==> src/rtl/crr_consts.svh <==
/*
 Offsets, field positions and reset values of the result bank.
 Assumes inclusion from the package and the bank module only.
*/
`ifndef CRR_CONSTS_SVH
`define CRR_CONSTS_SVH

`define CRR_OFS_TEMP_SUP_LO  8'h03
`define CRR_OFS_EXT_IN_LO    8'h04
`define CRR_OFS_UPPER_LO     8'h05
`define CRR_OFS_SUPPLY_HI    8'h06
`define CRR_OFS_TEMP_HI      8'h07
`define CRR_OFS_EXT_HI       8'h08
`define CRR_OFS_IN2_HI       8'h09
`define CRR_OFS_IN5_HI       8'h0c
`define CRR_OFS_IN8_HI       8'h0f

`define CRR_CFG_SEL_LO       1
`define CRR_CFG_SEL_HI       2
`define CRR_RST_RESULT       10'h000
`define CRR_RST_SUPPLY       10'h000
`define CRR_RST_BYTE         8'h00

`endif

==> src/rtl/crr_pkg.sv <==
/*
 Types of the conversion result bank.
 Assumes the constants header sits beside it in rtl/.
*/
package crr_pkg;
  `include "crr_consts.svh"

  typedef logic [9:0] crr_result_t;

  // One conversion update from the converter core
  typedef struct packed {
    logic        valid;
    logic [3:0]  chan;
    crr_result_t value;
  } crr_update_t;

  // Host register read/write request
  typedef struct packed {
    logic       rd;
    logic       wr;
    logic [7:0] addr;
    logic [7:0] wdata;
  } crr_req_t;

  typedef enum logic [3:0] {
    CRR_CH_TEMP   = 4'h0,
    CRR_CH_SUPPLY = 4'h1,
    CRR_CH_EXT    = 4'h2,
    CRR_CH_IN1    = 4'h3,
    CRR_CH_IN2    = 4'h4,
    CRR_CH_IN3    = 4'h5,
    CRR_CH_IN4    = 4'h6,
    CRR_CH_IN5    = 4'h7,
    CRR_CH_IN6    = 4'h8,
    CRR_CH_IN7    = 4'h9,
    CRR_CH_IN8    = 4'ha
  } crr_chan_t;
endpackage

==> src/rtl/crr_result_bank.sv <==
/*
 Read-only bank of 10-bit conversion results, split into upper and
 packed lower registers. Assumes the serial front end presents one
 decoded request per cycle and the converter core one update per cycle.
*/
`timescale 1ns/1ps
`include "crr_consts.svh"
module crr_result_bank
  import crr_pkg::*;
#(
  parameter int NUM_CH = 11
) (
  input  wire logic        core_clk_i,
  input  wire logic        nrst_i,
  input  crr_pkg::crr_update_t upd_i,
  input  crr_pkg::crr_req_t    req_i,
  input  wire logic [7:0]  cfg1_i,
  output logic [7:0]       rdata_o,
  output logic             rvalid_o,
  output logic             hit_o
);
  import crr_pkg::*;

  // ---------------------------------------------------------------
  // Result storage
  // ---------------------------------------------------------------
  crr_result_t res_r [NUM_CH];
  logic        ext_sel;

  // Both config bits clear selects the external sensor
  assign ext_sel = ~cfg1_i[`CRR_CFG_SEL_LO] & ~cfg1_i[`CRR_CFG_SEL_HI];

  genvar g;
  generate
    for (g = 0; g < NUM_CH; g++) begin : g_res
      logic hit_ch;
      assign hit_ch = upd_i.valid && (upd_i.chan == 4'(g));
      // Writes never reach storage: only the converter loads it
      always_ff @(posedge core_clk_i or negedge nrst_i) begin
        if (!nrst_i) begin
          res_r[g] <= `CRR_RST_RESULT;
        end else if (hit_ch) begin
          res_r[g] <= upd_i.value;
        end
      end
    end
  endgenerate

  // ---------------------------------------------------------------
  // Read decode
  // ---------------------------------------------------------------
  crr_result_t ext_res;
  logic [7:0]  lo03;
  logic [7:0]  lo04;
  logic [7:0]  lo05;
  logic [7:0]  rd_mux;
  logic        mapped;
  logic [7:0]  a;

  assign a       = req_i.addr;
  assign ext_res = ext_sel ? res_r[CRR_CH_EXT] : res_r[CRR_CH_IN1];
  assign lo03    = {4'h0, res_r[CRR_CH_SUPPLY][1:0],
                    res_r[CRR_CH_TEMP][1:0]};
  assign lo04    = {res_r[CRR_CH_IN4][1:0], res_r[CRR_CH_IN3][1:0],
                    res_r[CRR_CH_IN2][1:0], ext_res[1:0]};
  assign lo05    = {res_r[CRR_CH_IN8][1:0], res_r[CRR_CH_IN7][1:0],
                    res_r[CRR_CH_IN6][1:0], res_r[CRR_CH_IN5][1:0]};
  assign mapped  = (a >= `CRR_OFS_TEMP_SUP_LO) && (a <= `CRR_OFS_IN8_HI);

  always_comb begin
    case (a)
      `CRR_OFS_TEMP_SUP_LO: rd_mux = lo03;
      `CRR_OFS_EXT_IN_LO:   rd_mux = lo04;
      `CRR_OFS_UPPER_LO:    rd_mux = lo05;
      `CRR_OFS_SUPPLY_HI:   rd_mux = res_r[CRR_CH_SUPPLY][9:2];
      `CRR_OFS_TEMP_HI:     rd_mux = res_r[CRR_CH_TEMP][9:2];
      `CRR_OFS_EXT_HI:      rd_mux = ext_res[9:2];
      `CRR_OFS_IN2_HI:      rd_mux = res_r[CRR_CH_IN2][9:2];
      8'h0a:                rd_mux = res_r[CRR_CH_IN3][9:2];
      8'h0b:                rd_mux = res_r[CRR_CH_IN4][9:2];
      `CRR_OFS_IN5_HI:      rd_mux = res_r[CRR_CH_IN5][9:2];
      8'h0d:                rd_mux = res_r[CRR_CH_IN6][9:2];
      8'h0e:                rd_mux = res_r[CRR_CH_IN7][9:2];
      `CRR_OFS_IN8_HI:      rd_mux = res_r[CRR_CH_IN8][9:2];
      default:              rd_mux = `CRR_RST_BYTE;
    endcase
  end

  // ---------------------------------------------------------------
  // Registered read answer
  // ---------------------------------------------------------------
  // Answer one cycle after the read; unmapped reads give zero
  always_ff @(posedge core_clk_i or negedge nrst_i) begin
    if (!nrst_i) begin
      rdata_o  <= `CRR_RST_BYTE;
      rvalid_o <= 1'b0;
      hit_o    <= 1'b0;
    end else begin
      rvalid_o <= req_i.rd;
      hit_o    <= req_i.rd && mapped;
      if (req_i.rd) begin
        rdata_o <= rd_mux;
      end
    end
  end

  // ---------------------------------------------------------------
  // Checks
  // ---------------------------------------------------------------
  // Reads guarded against a same-cycle load, which the read misses

  AST_LO03_LAYOUT: assert property (
    @(posedge core_clk_i) disable iff (!nrst_i)
    req_i.rd && a == `CRR_OFS_TEMP_SUP_LO && !upd_i.valid |=>
    rdata_o == {4'h0, res_r[1][1:0], res_r[0][1:0]})
    else $error("low register 03h layout wrong");

  AST_LO03_UNUSED: assert property (
    @(posedge core_clk_i) disable iff (!nrst_i)
    req_i.rd && a == `CRR_OFS_TEMP_SUP_LO |=>
    rdata_o[7:4] == 4'h0)
    else $error("unused bits of 03h not zero");

  AST_EXT_SEL: assert property (
    @(posedge core_clk_i) disable iff (!nrst_i)
    req_i.rd && a == `CRR_OFS_EXT_IN_LO && !upd_i.valid |=>
    rdata_o[1:0] == ($past(ext_sel) ? res_r[2][1:0] : res_r[3][1:0]))
    else $error("04h low pair from wrong source");

  AST_SEL_BITS: assert property (
    @(posedge core_clk_i) disable iff (!nrst_i)
    ext_sel == !(cfg1_i[1] || cfg1_i[2]))
    else $error("source select ignores config bits");

  AST_LO04_EXT: assert property (
    @(posedge core_clk_i) disable iff (!nrst_i)
    req_i.rd && a == `CRR_OFS_EXT_IN_LO && !upd_i.valid &&
    !cfg1_i[1] && !cfg1_i[2] |=>
    rdata_o[1:0] == res_r[CRR_CH_EXT][1:0])
    else $error("04h low pair not external with bits clear");

  AST_LO04_IN1: assert property (
    @(posedge core_clk_i) disable iff (!nrst_i)
    req_i.rd && a == `CRR_OFS_EXT_IN_LO && !upd_i.valid &&
    (cfg1_i[1] || cfg1_i[2]) |=>
    rdata_o[1:0] == res_r[CRR_CH_IN1][1:0])
    else $error("04h low pair not input one with a bit set");

  AST_LO04_PAIRS: assert property (
    @(posedge core_clk_i) disable iff (!nrst_i)
    req_i.rd && a == `CRR_OFS_EXT_IN_LO && !upd_i.valid |=>
    rdata_o[7:2] == {res_r[6][1:0], res_r[5][1:0], res_r[4][1:0]})
    else $error("04h input pairs wrong");

  AST_LO05_PAIRS: assert property (
    @(posedge core_clk_i) disable iff (!nrst_i)
    req_i.rd && a == `CRR_OFS_UPPER_LO && !upd_i.valid |=>
    rdata_o == {res_r[10][1:0], res_r[9][1:0],
                res_r[8][1:0], res_r[7][1:0]})
    else $error("05h pairs wrong");

  AST_IN5_HI: assert property (
    @(posedge core_clk_i) disable iff (!nrst_i)
    req_i.rd && a == `CRR_OFS_IN5_HI && !upd_i.valid |=>
    rdata_o == res_r[7][9:2])
    else $error("input five upper byte wrong");

  AST_IN6_HI: assert property (
    @(posedge core_clk_i) disable iff (!nrst_i)
    req_i.rd && a == 8'h0d && !upd_i.valid |=>
    rdata_o == res_r[CRR_CH_IN6][9:2])
    else $error("input six upper byte wrong");

  AST_IN7_HI: assert property (
    @(posedge core_clk_i) disable iff (!nrst_i)
    req_i.rd && a == 8'h0e && !upd_i.valid |=>
    rdata_o == res_r[CRR_CH_IN7][9:2])
    else $error("input seven upper byte wrong");

  AST_IN8_HI: assert property (
    @(posedge core_clk_i) disable iff (!nrst_i)
    req_i.rd && a == `CRR_OFS_IN8_HI && !upd_i.valid |=>
    rdata_o == res_r[CRR_CH_IN8][9:2])
    else $error("input eight upper byte wrong");

  AST_SUPPLY_HI: assert property (
    @(posedge core_clk_i) disable iff (!nrst_i)
    upd_i.valid && upd_i.chan == 4'h1 ##1 req_i.rd &&
    a == `CRR_OFS_SUPPLY_HI && !upd_i.valid |=>
    rdata_o == $past(upd_i.value, 2) >> 2)
    else $error("supply upper byte not loaded");

  AST_SUPPLY_READ: assert property (
    @(posedge core_clk_i) disable iff (!nrst_i)
    req_i.rd && a == `CRR_OFS_SUPPLY_HI && !upd_i.valid |=>
    rdata_o == res_r[CRR_CH_SUPPLY][9:2])
    else $error("supply upper byte wrong");

  AST_TEMP_HI: assert property (
    @(posedge core_clk_i) disable iff (!nrst_i)
    req_i.rd && a == `CRR_OFS_TEMP_HI && !upd_i.valid |=>
    rdata_o == res_r[0][9:2])
    else $error("temperature upper byte wrong");

  AST_TEMP_LOAD: assert property (
    @(posedge core_clk_i) disable iff (!nrst_i)
    upd_i.valid && upd_i.chan == 4'h0 |=>
    res_r[CRR_CH_TEMP] == $past(upd_i.value))
    else $error("temperature load lost");

  AST_LOAD_ISOLATED: assert property (
    @(posedge core_clk_i) disable iff (!nrst_i)
    upd_i.valid && upd_i.chan == 4'h0 |=>
    $stable(res_r[CRR_CH_SUPPLY]) && $stable(res_r[CRR_CH_IN8]))
    else $error("temperature load spilled to another channel");

  AST_EXT_LOAD: assert property (
    @(posedge core_clk_i) disable iff (!nrst_i)
    upd_i.valid && upd_i.chan == 4'h2 |=>
    res_r[CRR_CH_EXT] == $past(upd_i.value))
    else $error("external temperature load lost");

  AST_EXT_HI: assert property (
    @(posedge core_clk_i) disable iff (!nrst_i)
    req_i.rd && a == `CRR_OFS_EXT_HI && !upd_i.valid |=>
    rdata_o == ($past(ext_sel) ? res_r[CRR_CH_EXT][9:2]
                               : res_r[CRR_CH_IN1][9:2]))
    else $error("external upper byte wrong");

  AST_IN2_HI: assert property (
    @(posedge core_clk_i) disable iff (!nrst_i)
    req_i.rd && a == `CRR_OFS_IN2_HI && !upd_i.valid |=>
    rdata_o == res_r[4][9:2])
    else $error("input two upper byte wrong");

  AST_IN3_HI: assert property (
    @(posedge core_clk_i) disable iff (!nrst_i)
    req_i.rd && a == 8'h0a && !upd_i.valid |=>
    rdata_o == res_r[CRR_CH_IN3][9:2])
    else $error("input three upper byte wrong");

  AST_IN4_HI: assert property (
    @(posedge core_clk_i) disable iff (!nrst_i)
    req_i.rd && a == 8'h0b && !upd_i.valid |=>
    rdata_o == res_r[CRR_CH_IN4][9:2])
    else $error("input four upper byte wrong");

  AST_WRITE_IGNORED: assert property (
    @(posedge core_clk_i) disable iff (!nrst_i)
    req_i.wr && !upd_i.valid |=> $stable(res_r[0]) && $stable(res_r[4]))
    else $error("host write changed a result");

  AST_WRITE_KEEPS_UPPER: assert property (
    @(posedge core_clk_i) disable iff (!nrst_i)
    req_i.wr && !upd_i.valid |=>
    $stable(res_r[CRR_CH_IN5]) && $stable(res_r[CRR_CH_IN8]))
    else $error("host write changed an upper input");

  AST_WRITE_NO_ANSWER: assert property (
    @(posedge core_clk_i) disable iff (!nrst_i)
    req_i.wr && !req_i.rd |=> !rvalid_o && $stable(rdata_o))
    else $error("host write produced an answer");

  AST_UNMAPPED_ZERO: assert property (
    @(posedge core_clk_i) disable iff (!nrst_i)
    req_i.rd && !mapped |=> rdata_o == 8'h00 && !hit_o)
    else $error("unmapped read not zero");

  AST_RVALID_FOLLOWS: assert property (
    @(posedge core_clk_i) disable iff (!nrst_i)
    req_i.rd |=> rvalid_o)
    else $error("read gave no answer strobe");

  AST_RVALID_PULSE: assert property (
    @(posedge core_clk_i) disable iff (!nrst_i)
    !req_i.rd |=> !rvalid_o)
    else $error("answer strobe without a read");

  AST_HIT_MAPPED: assert property (
    @(posedge core_clk_i) disable iff (!nrst_i)
    req_i.rd && mapped |=> hit_o)
    else $error("mapped read not flagged");

  AST_HIT_WITH_VALID: assert property (
    @(posedge core_clk_i) disable iff (!nrst_i)
    hit_o |-> rvalid_o)
    else $error("hit flag without answer strobe");

  AST_RDATA_HOLD: assert property (
    @(posedge core_clk_i) disable iff (!nrst_i)
    !req_i.rd |=> $stable(rdata_o))
    else $error("read data moved without a read");
endmodule

==> config.mk <==
export PLATFORM = sky130hd
export DESIGN_NAME = crr_result_bank
export DESIGN_NICKNAME = d
export VERILOG_FILES = /design/src/rtl/crr_pkg.sv /design/src/rtl/crr_result_bank.sv
export VERILOG_INCLUDE_DIRS = /design/src /design/src/rtl
export SDC_FILE = /design/constraint.sdc
export NUM_CORES = 1
export LEC_CHECK = 0
export BUFFER_PORTS_ARGS = -buffer_cell sky130_fd_sc_hd__buf_2
export CORE_UTILIZATION = 55
export CTS_CLUSTER_SIZE = 24
export DETAILED_ROUTE_END_ITERATION = 8
export PLACE_DENSITY = 0.76
export SYNTH_ARGS = -nofsm -noshare
export SYNTH_HDL_FRONTEND = slang
export SYNTH_SLANG_ARGS = --single-unit
==> constraint.sdc <==
create_clock -name core_clk_i -period 1.53 [get_ports core_clk_i]
set_input_delay 0.153 -clock core_clk_i [delete_from_list [all_inputs] [get_ports core_clk_i]]
set_output_delay 0.153 -clock core_clk_i [all_outputs]
set_load 0.02 [all_outputs]
Word level (Yosys, flattened, before mapping)
Index checks and enable logic that the tools add are counted.
- logic and storage cells: 58
- output and inout bits: 10
- bits of input ports: 43
- register bits after elaboration: 120
- magnitude comparators: 2
- equal/unequal tests: 23
- mux-type cells: 2
- bitwise gates (word level): 3
- reduce and logical (&&, ||, !) cells: 14
- operator list (operator ; number):
    $pmux 8 s13 ; 1
    $eq 8x4->1 const B ; 8
    $eq 8x3->1 const B ; 4
    $eq 4x3->1 const B ; 4
    $logic_and 1x1->1 ; 13
    $eq 4x4->1 const B ; 3
    $mux 10 ; 1
    $eq 4x2->1 const B ; 2
    $eq 8x2->1 const B ; 1
    $ge 8x2->1 const B ; 1
    $le 8x4->1 const B ; 1
    $eq 4x1->1 const B ; 1
    $logic_not 4->1 ; 1
    $not 1->1 ; 2
    $and 1x1->1 ; 1

Depth between registers and ports, before layout
- word-level depth: 4
- depth in mapped cells: 7
- depth with buffers taken out: 5

Worst setup path before layout
Ideal clock, no wire load.
- kind: input port to flip-flop
- start point: input port req_i[8] in the netlist's numbering
- end point: register rdata_o[2]
- path buffers: 3
- stages on the path: 6
- setup slack: 69 ps
- arrival time: 1335 ps
- cells stage by stage: buf_2 > buf_2 > buf_2 > mux2i_1 > nor3_1 > o32a_1
- word-level cells in the longest chain between the ends: 2
- elaborated cells on any way between the ends: 14
- those cells by class: eq/ne (13); mux (1)
- ends and longest elaborated chain (element ; RTL line ; text):
    from (decl) ; crr_result_bank.sv:16 ; input crr_pkg::crr_req_t req_i,
    $eq 8x4->1, or another cell as far along ; crr_result_bank.sv:71 ; case (a)
    $pmux 8 s13 (*) ; crr_result_bank.sv:71 ;
    to (signal assigned) ; crr_result_bank.sv:95 ; rdata_o <= `CRR_RST_BYTE;
    to (signal assigned) ; crr_result_bank.sv:102 ; rdata_o <= rd_mux;
    to (decl) ; crr_result_bank.sv:18 ; output logic [7:0] rdata_o,
Every way passes the cells marked *; elsewhere a longest branch is shown, timed or not.
A chain may end at the register's enable or synchronous reset.

Worst setup path in the final report
- start point: register res_r[5] in the netlist's numbering
- end point: register rdata_o[3]
- word-level cells in the longest chain between the ends: 1
- ends and longest elaborated chain (element ; RTL line ; text):
    from (decl) ; crr_result_bank.sv:27 ; crr_result_t res_r [NUM_CH];
    from (signal, indexed assignment) ; crr_result_bank.sv:41 ; res_r[g] <= `CRR_RST_RESULT;
    from (signal, indexed assignment) ; crr_result_bank.sv:43 ; res_r[g] <= upd_i.value;
    $pmux 8 s13 ; crr_result_bank.sv:71 ;
No other way between the ends.

==> impl_metrics.toml <==
[hold_path]
hp-class = "in2reg"
hold_path_depth = 2
min_from = "upd_i[5]"
hold_end = "res_r[55]"

[pwr]
seqPwrFrac_pct = 44.2
netSwitchingFraction_pct = 24.5
powerDensity_nw_per_um2 = 1350
p_sw_mw = 2.34
combPwrFrac_pct = 15.0
design_power_total_mw = 9.55
p_clk_share_pct = 40.7
vdd_drop_max_v = 0.000751
p_int_mw = 7.21
p_leak_nw = 3.13

[synthesis]
synth_top_area_cell = "dfrtp_1"
synth_edf_count = 0
avgSynthCellArea_sq_um = 13.1
ys.flop_type = "dfrtp_1"
synth.distinct_cells = 45
synth_warnings = 0
yosysMostFrequentCell = "mux2_2"
synthXorXnorAreaFrac_pct = 0
muxShareOfSynthArea_pct = 28.9
synth-simple-area-share_pct = 7.00
synthAdderAreaFrac_pct = 0
ys_seq_elements = 120
synthTopCellsByCount = "mux2_2, dfrtp_1, clkbuf_1"
async_reset_ff_share_pct = 100
syn_area_sq_um = 5630
yosysTopAreaCellShare_pct = 53.4
ys_seq_area_share_pct = 53.4
synth-compound-area-share_pct = 8.25
synthesis.nets = 471
synth_cells = 428
synth_top_family_by_area = "multiplexers"
synth_area_leaders = "dfrtp_1, mux2_2, mux2i_1"

[floorplanning]
die_y_microns = 103
die_area_sq_um = 10600
pin_count = 53
dieWidth_microns = 103
start_util_pct = 57.1
floorplan.core_area_sq_um = 9860
rows = 36

[sta]
hold_viol = 0
post-route-min-period_ns = 1.48
fmax_mhz = 676
setup_viol = 0
drv_slew = 0
rsz0062_at_grt = "no"
worstMarginPinSlew_ns = 0.522
setup_tns_ns = 0
maxSlewHeadroom_pct = 65.2
fin_worst_skew_ns = 0.00552
finalCritPeriodShare_pct = 96.7

[clock_tree]
clk_latency_ns = 0.53
clockBufferDepth = 2
cts.clk_slew.worst_paths_ns = 0.06
cts_tree = "built"
cts.htree.levels = 4
cts_buffers = 17
cts_root_buf = "clkbuf_8"
cts_setup_buffers = 0
cts.sinks = 120

[global_routing]
grt_pass1_wl_microns = 23300
track_usage_pct = 30.9
grt_max_degree = 35
grt_pass1_vias = 4398
antenna_found_initial = 0
grt-ovfl-total = 0

[cells_and_area]
diodes = 0
syn_to_final_growth_pct = 25.5
fin_util_pct = 71.6
nets = 565
drive_gt1_share_pct = 50.8

[setup_path]
critPathSlowestCell = "mux4_2"
reg2reg_to = "rdata_o[3]"
r2r-start = "res_r[5]"
rrSetupSlack_ns = 0.05
worstPathArrival_ns = 1.87
critPathBufInv = 0
end_kind = "flip-flop"
ff2ff_path_depth = 4
critical_path.top_delay_family = "multiplexers"
start_kind = "flip-flop"
cp.required_ns = 1.92
path_class = "reg2reg"
crit_chain = "mux4_2, a22oi_2, a31o_2, o311ai_0"
path_max_fanout = 2
critical-path-max-stage-delay_ns = 0.51

[placed_design]
gp_congestion = 0.977
port_buffers = 37
hpwl_microns = 9890

[routing]
route.detailed.drc = 0
drt_first_iter_violations = 302
first_pass_iters = 5
drt-total-wl_microns = 15000
ant_nets = 0
viasPerCell = 6.24
post_drt_wl_per_cell_microns = 22.6
vias = 4142

[job]
cap_violations = 0

[status]
outcome = "complete, no violations"
==> layout make-up <==
cell class              instances  area (sq um)
inverters                       3          11.3
repair buffers                105           828
well taps                     133           166
clock inverters                 9           128
flip-flops and latches        120          3000
multi-input cells             275          2490
fillers                       637          2800
clock buffers                  19           442
==> cell families (layout without fill, tap and decap cells) <==
logic type / count (synthesis) / count (layout)
AO/OA/AOI/OAI: 61 / 61
buffers and inverters: 33 / 136
flip-flops: 120 / 120
multiplexers: 144 / 144
AND/OR/NAND/NOR: 70 / 70
==> flip-flops by register name, summed over array words and instances (netlist names) <==
name,cells
lo05,8
rvalid_o,1
lo04,6
lo03,4
rdata_o,8
res_r,92
hit_o,1
==> worst register-to-register path: cells and delay by family, from the launching register on <==
family	cells	cell delay [ns]
flops	1	0.37
mux	1	0.51
compound gates	3	0.45
==> stage by stage <==
stage / hold WS, ns / cells / cell area (sq um) / setup slack (ns)
after floorplan: -0.143 / 428 / 5630 / 0.0688
after global placement: 0.160 / 634 / 6470 / -0.115
after detailed placement: 0.156 / 634 / 6470 / -0.150
after CTS: 0.00620 / 664 / 7060 / 0.00852
after global routing: 0.0230 / 664 / 7070 / 0.0160
final: 0.00558 / 664 / 7070 / 0.0498
==> routing by layer <==
metal  up-vias  GRT usage [%]  share of wire [%]
li1       1778              -                  -
met1      2088           39.0                 41
met2       218           50.1                 48
met3        58           7.12                8.0
met4         0           15.6                3.4
met5         -              0                  0
==> layout by cell type (no fill, tap or decap), types with 4 or more instances in the layout <==
cell and n:
buf_12 10, nand2b_1 4, nand3_1 7, a21oi_1 9, a31oi_1 7, a22o_1 8, nor2_2 5, a22oi_1 8
buf_2 36, nor3_1 4, mux2i_1 16, dfrtp_1 120, clkbuf_16 16, mux2_2 126, nor2_1 7, buf_4 57
nand2_1 16, o22ai_1 4, nor2b_1 9
==> repair_timing <==
action                     CTS  global route
hold buffers                 2             0
setup endpoints to repair    0             1
gates resized for setup      0             1
hold endpoints to repair    79             0
==> worst max path at each step <==
stage	from	to	slack, ns	cells after the start
after floorplan	req_i[8]	rdata_o[2]	0.07	6
after global placement	req_i[15]	rdata_o[1]	-0.11	7
final	res_r[5]	rdata_o[3]	0.05	4
after detailed placement	req_i[15]	rdata_o[1]	-0.15	7
after CTS	res_r[5]	rdata_o[3]	0.009	4
after global routing	res_r[5]	rdata_o[3]	0.02	4
==> power groups by stage <==
stage          combinational (mW)  clock [mW]  sequential (mW)
2_1_floorplan               0.985           0             4.13
3_3_place_gp                 1.36           0             4.20
3_5_place_dp                 1.41           0             4.25
4_1_cts                      1.44        3.91             4.21
5_1_grt                      1.54        4.06             4.30
6_report                     1.44        3.89             4.23
Power figures use the tool's default switching activity.
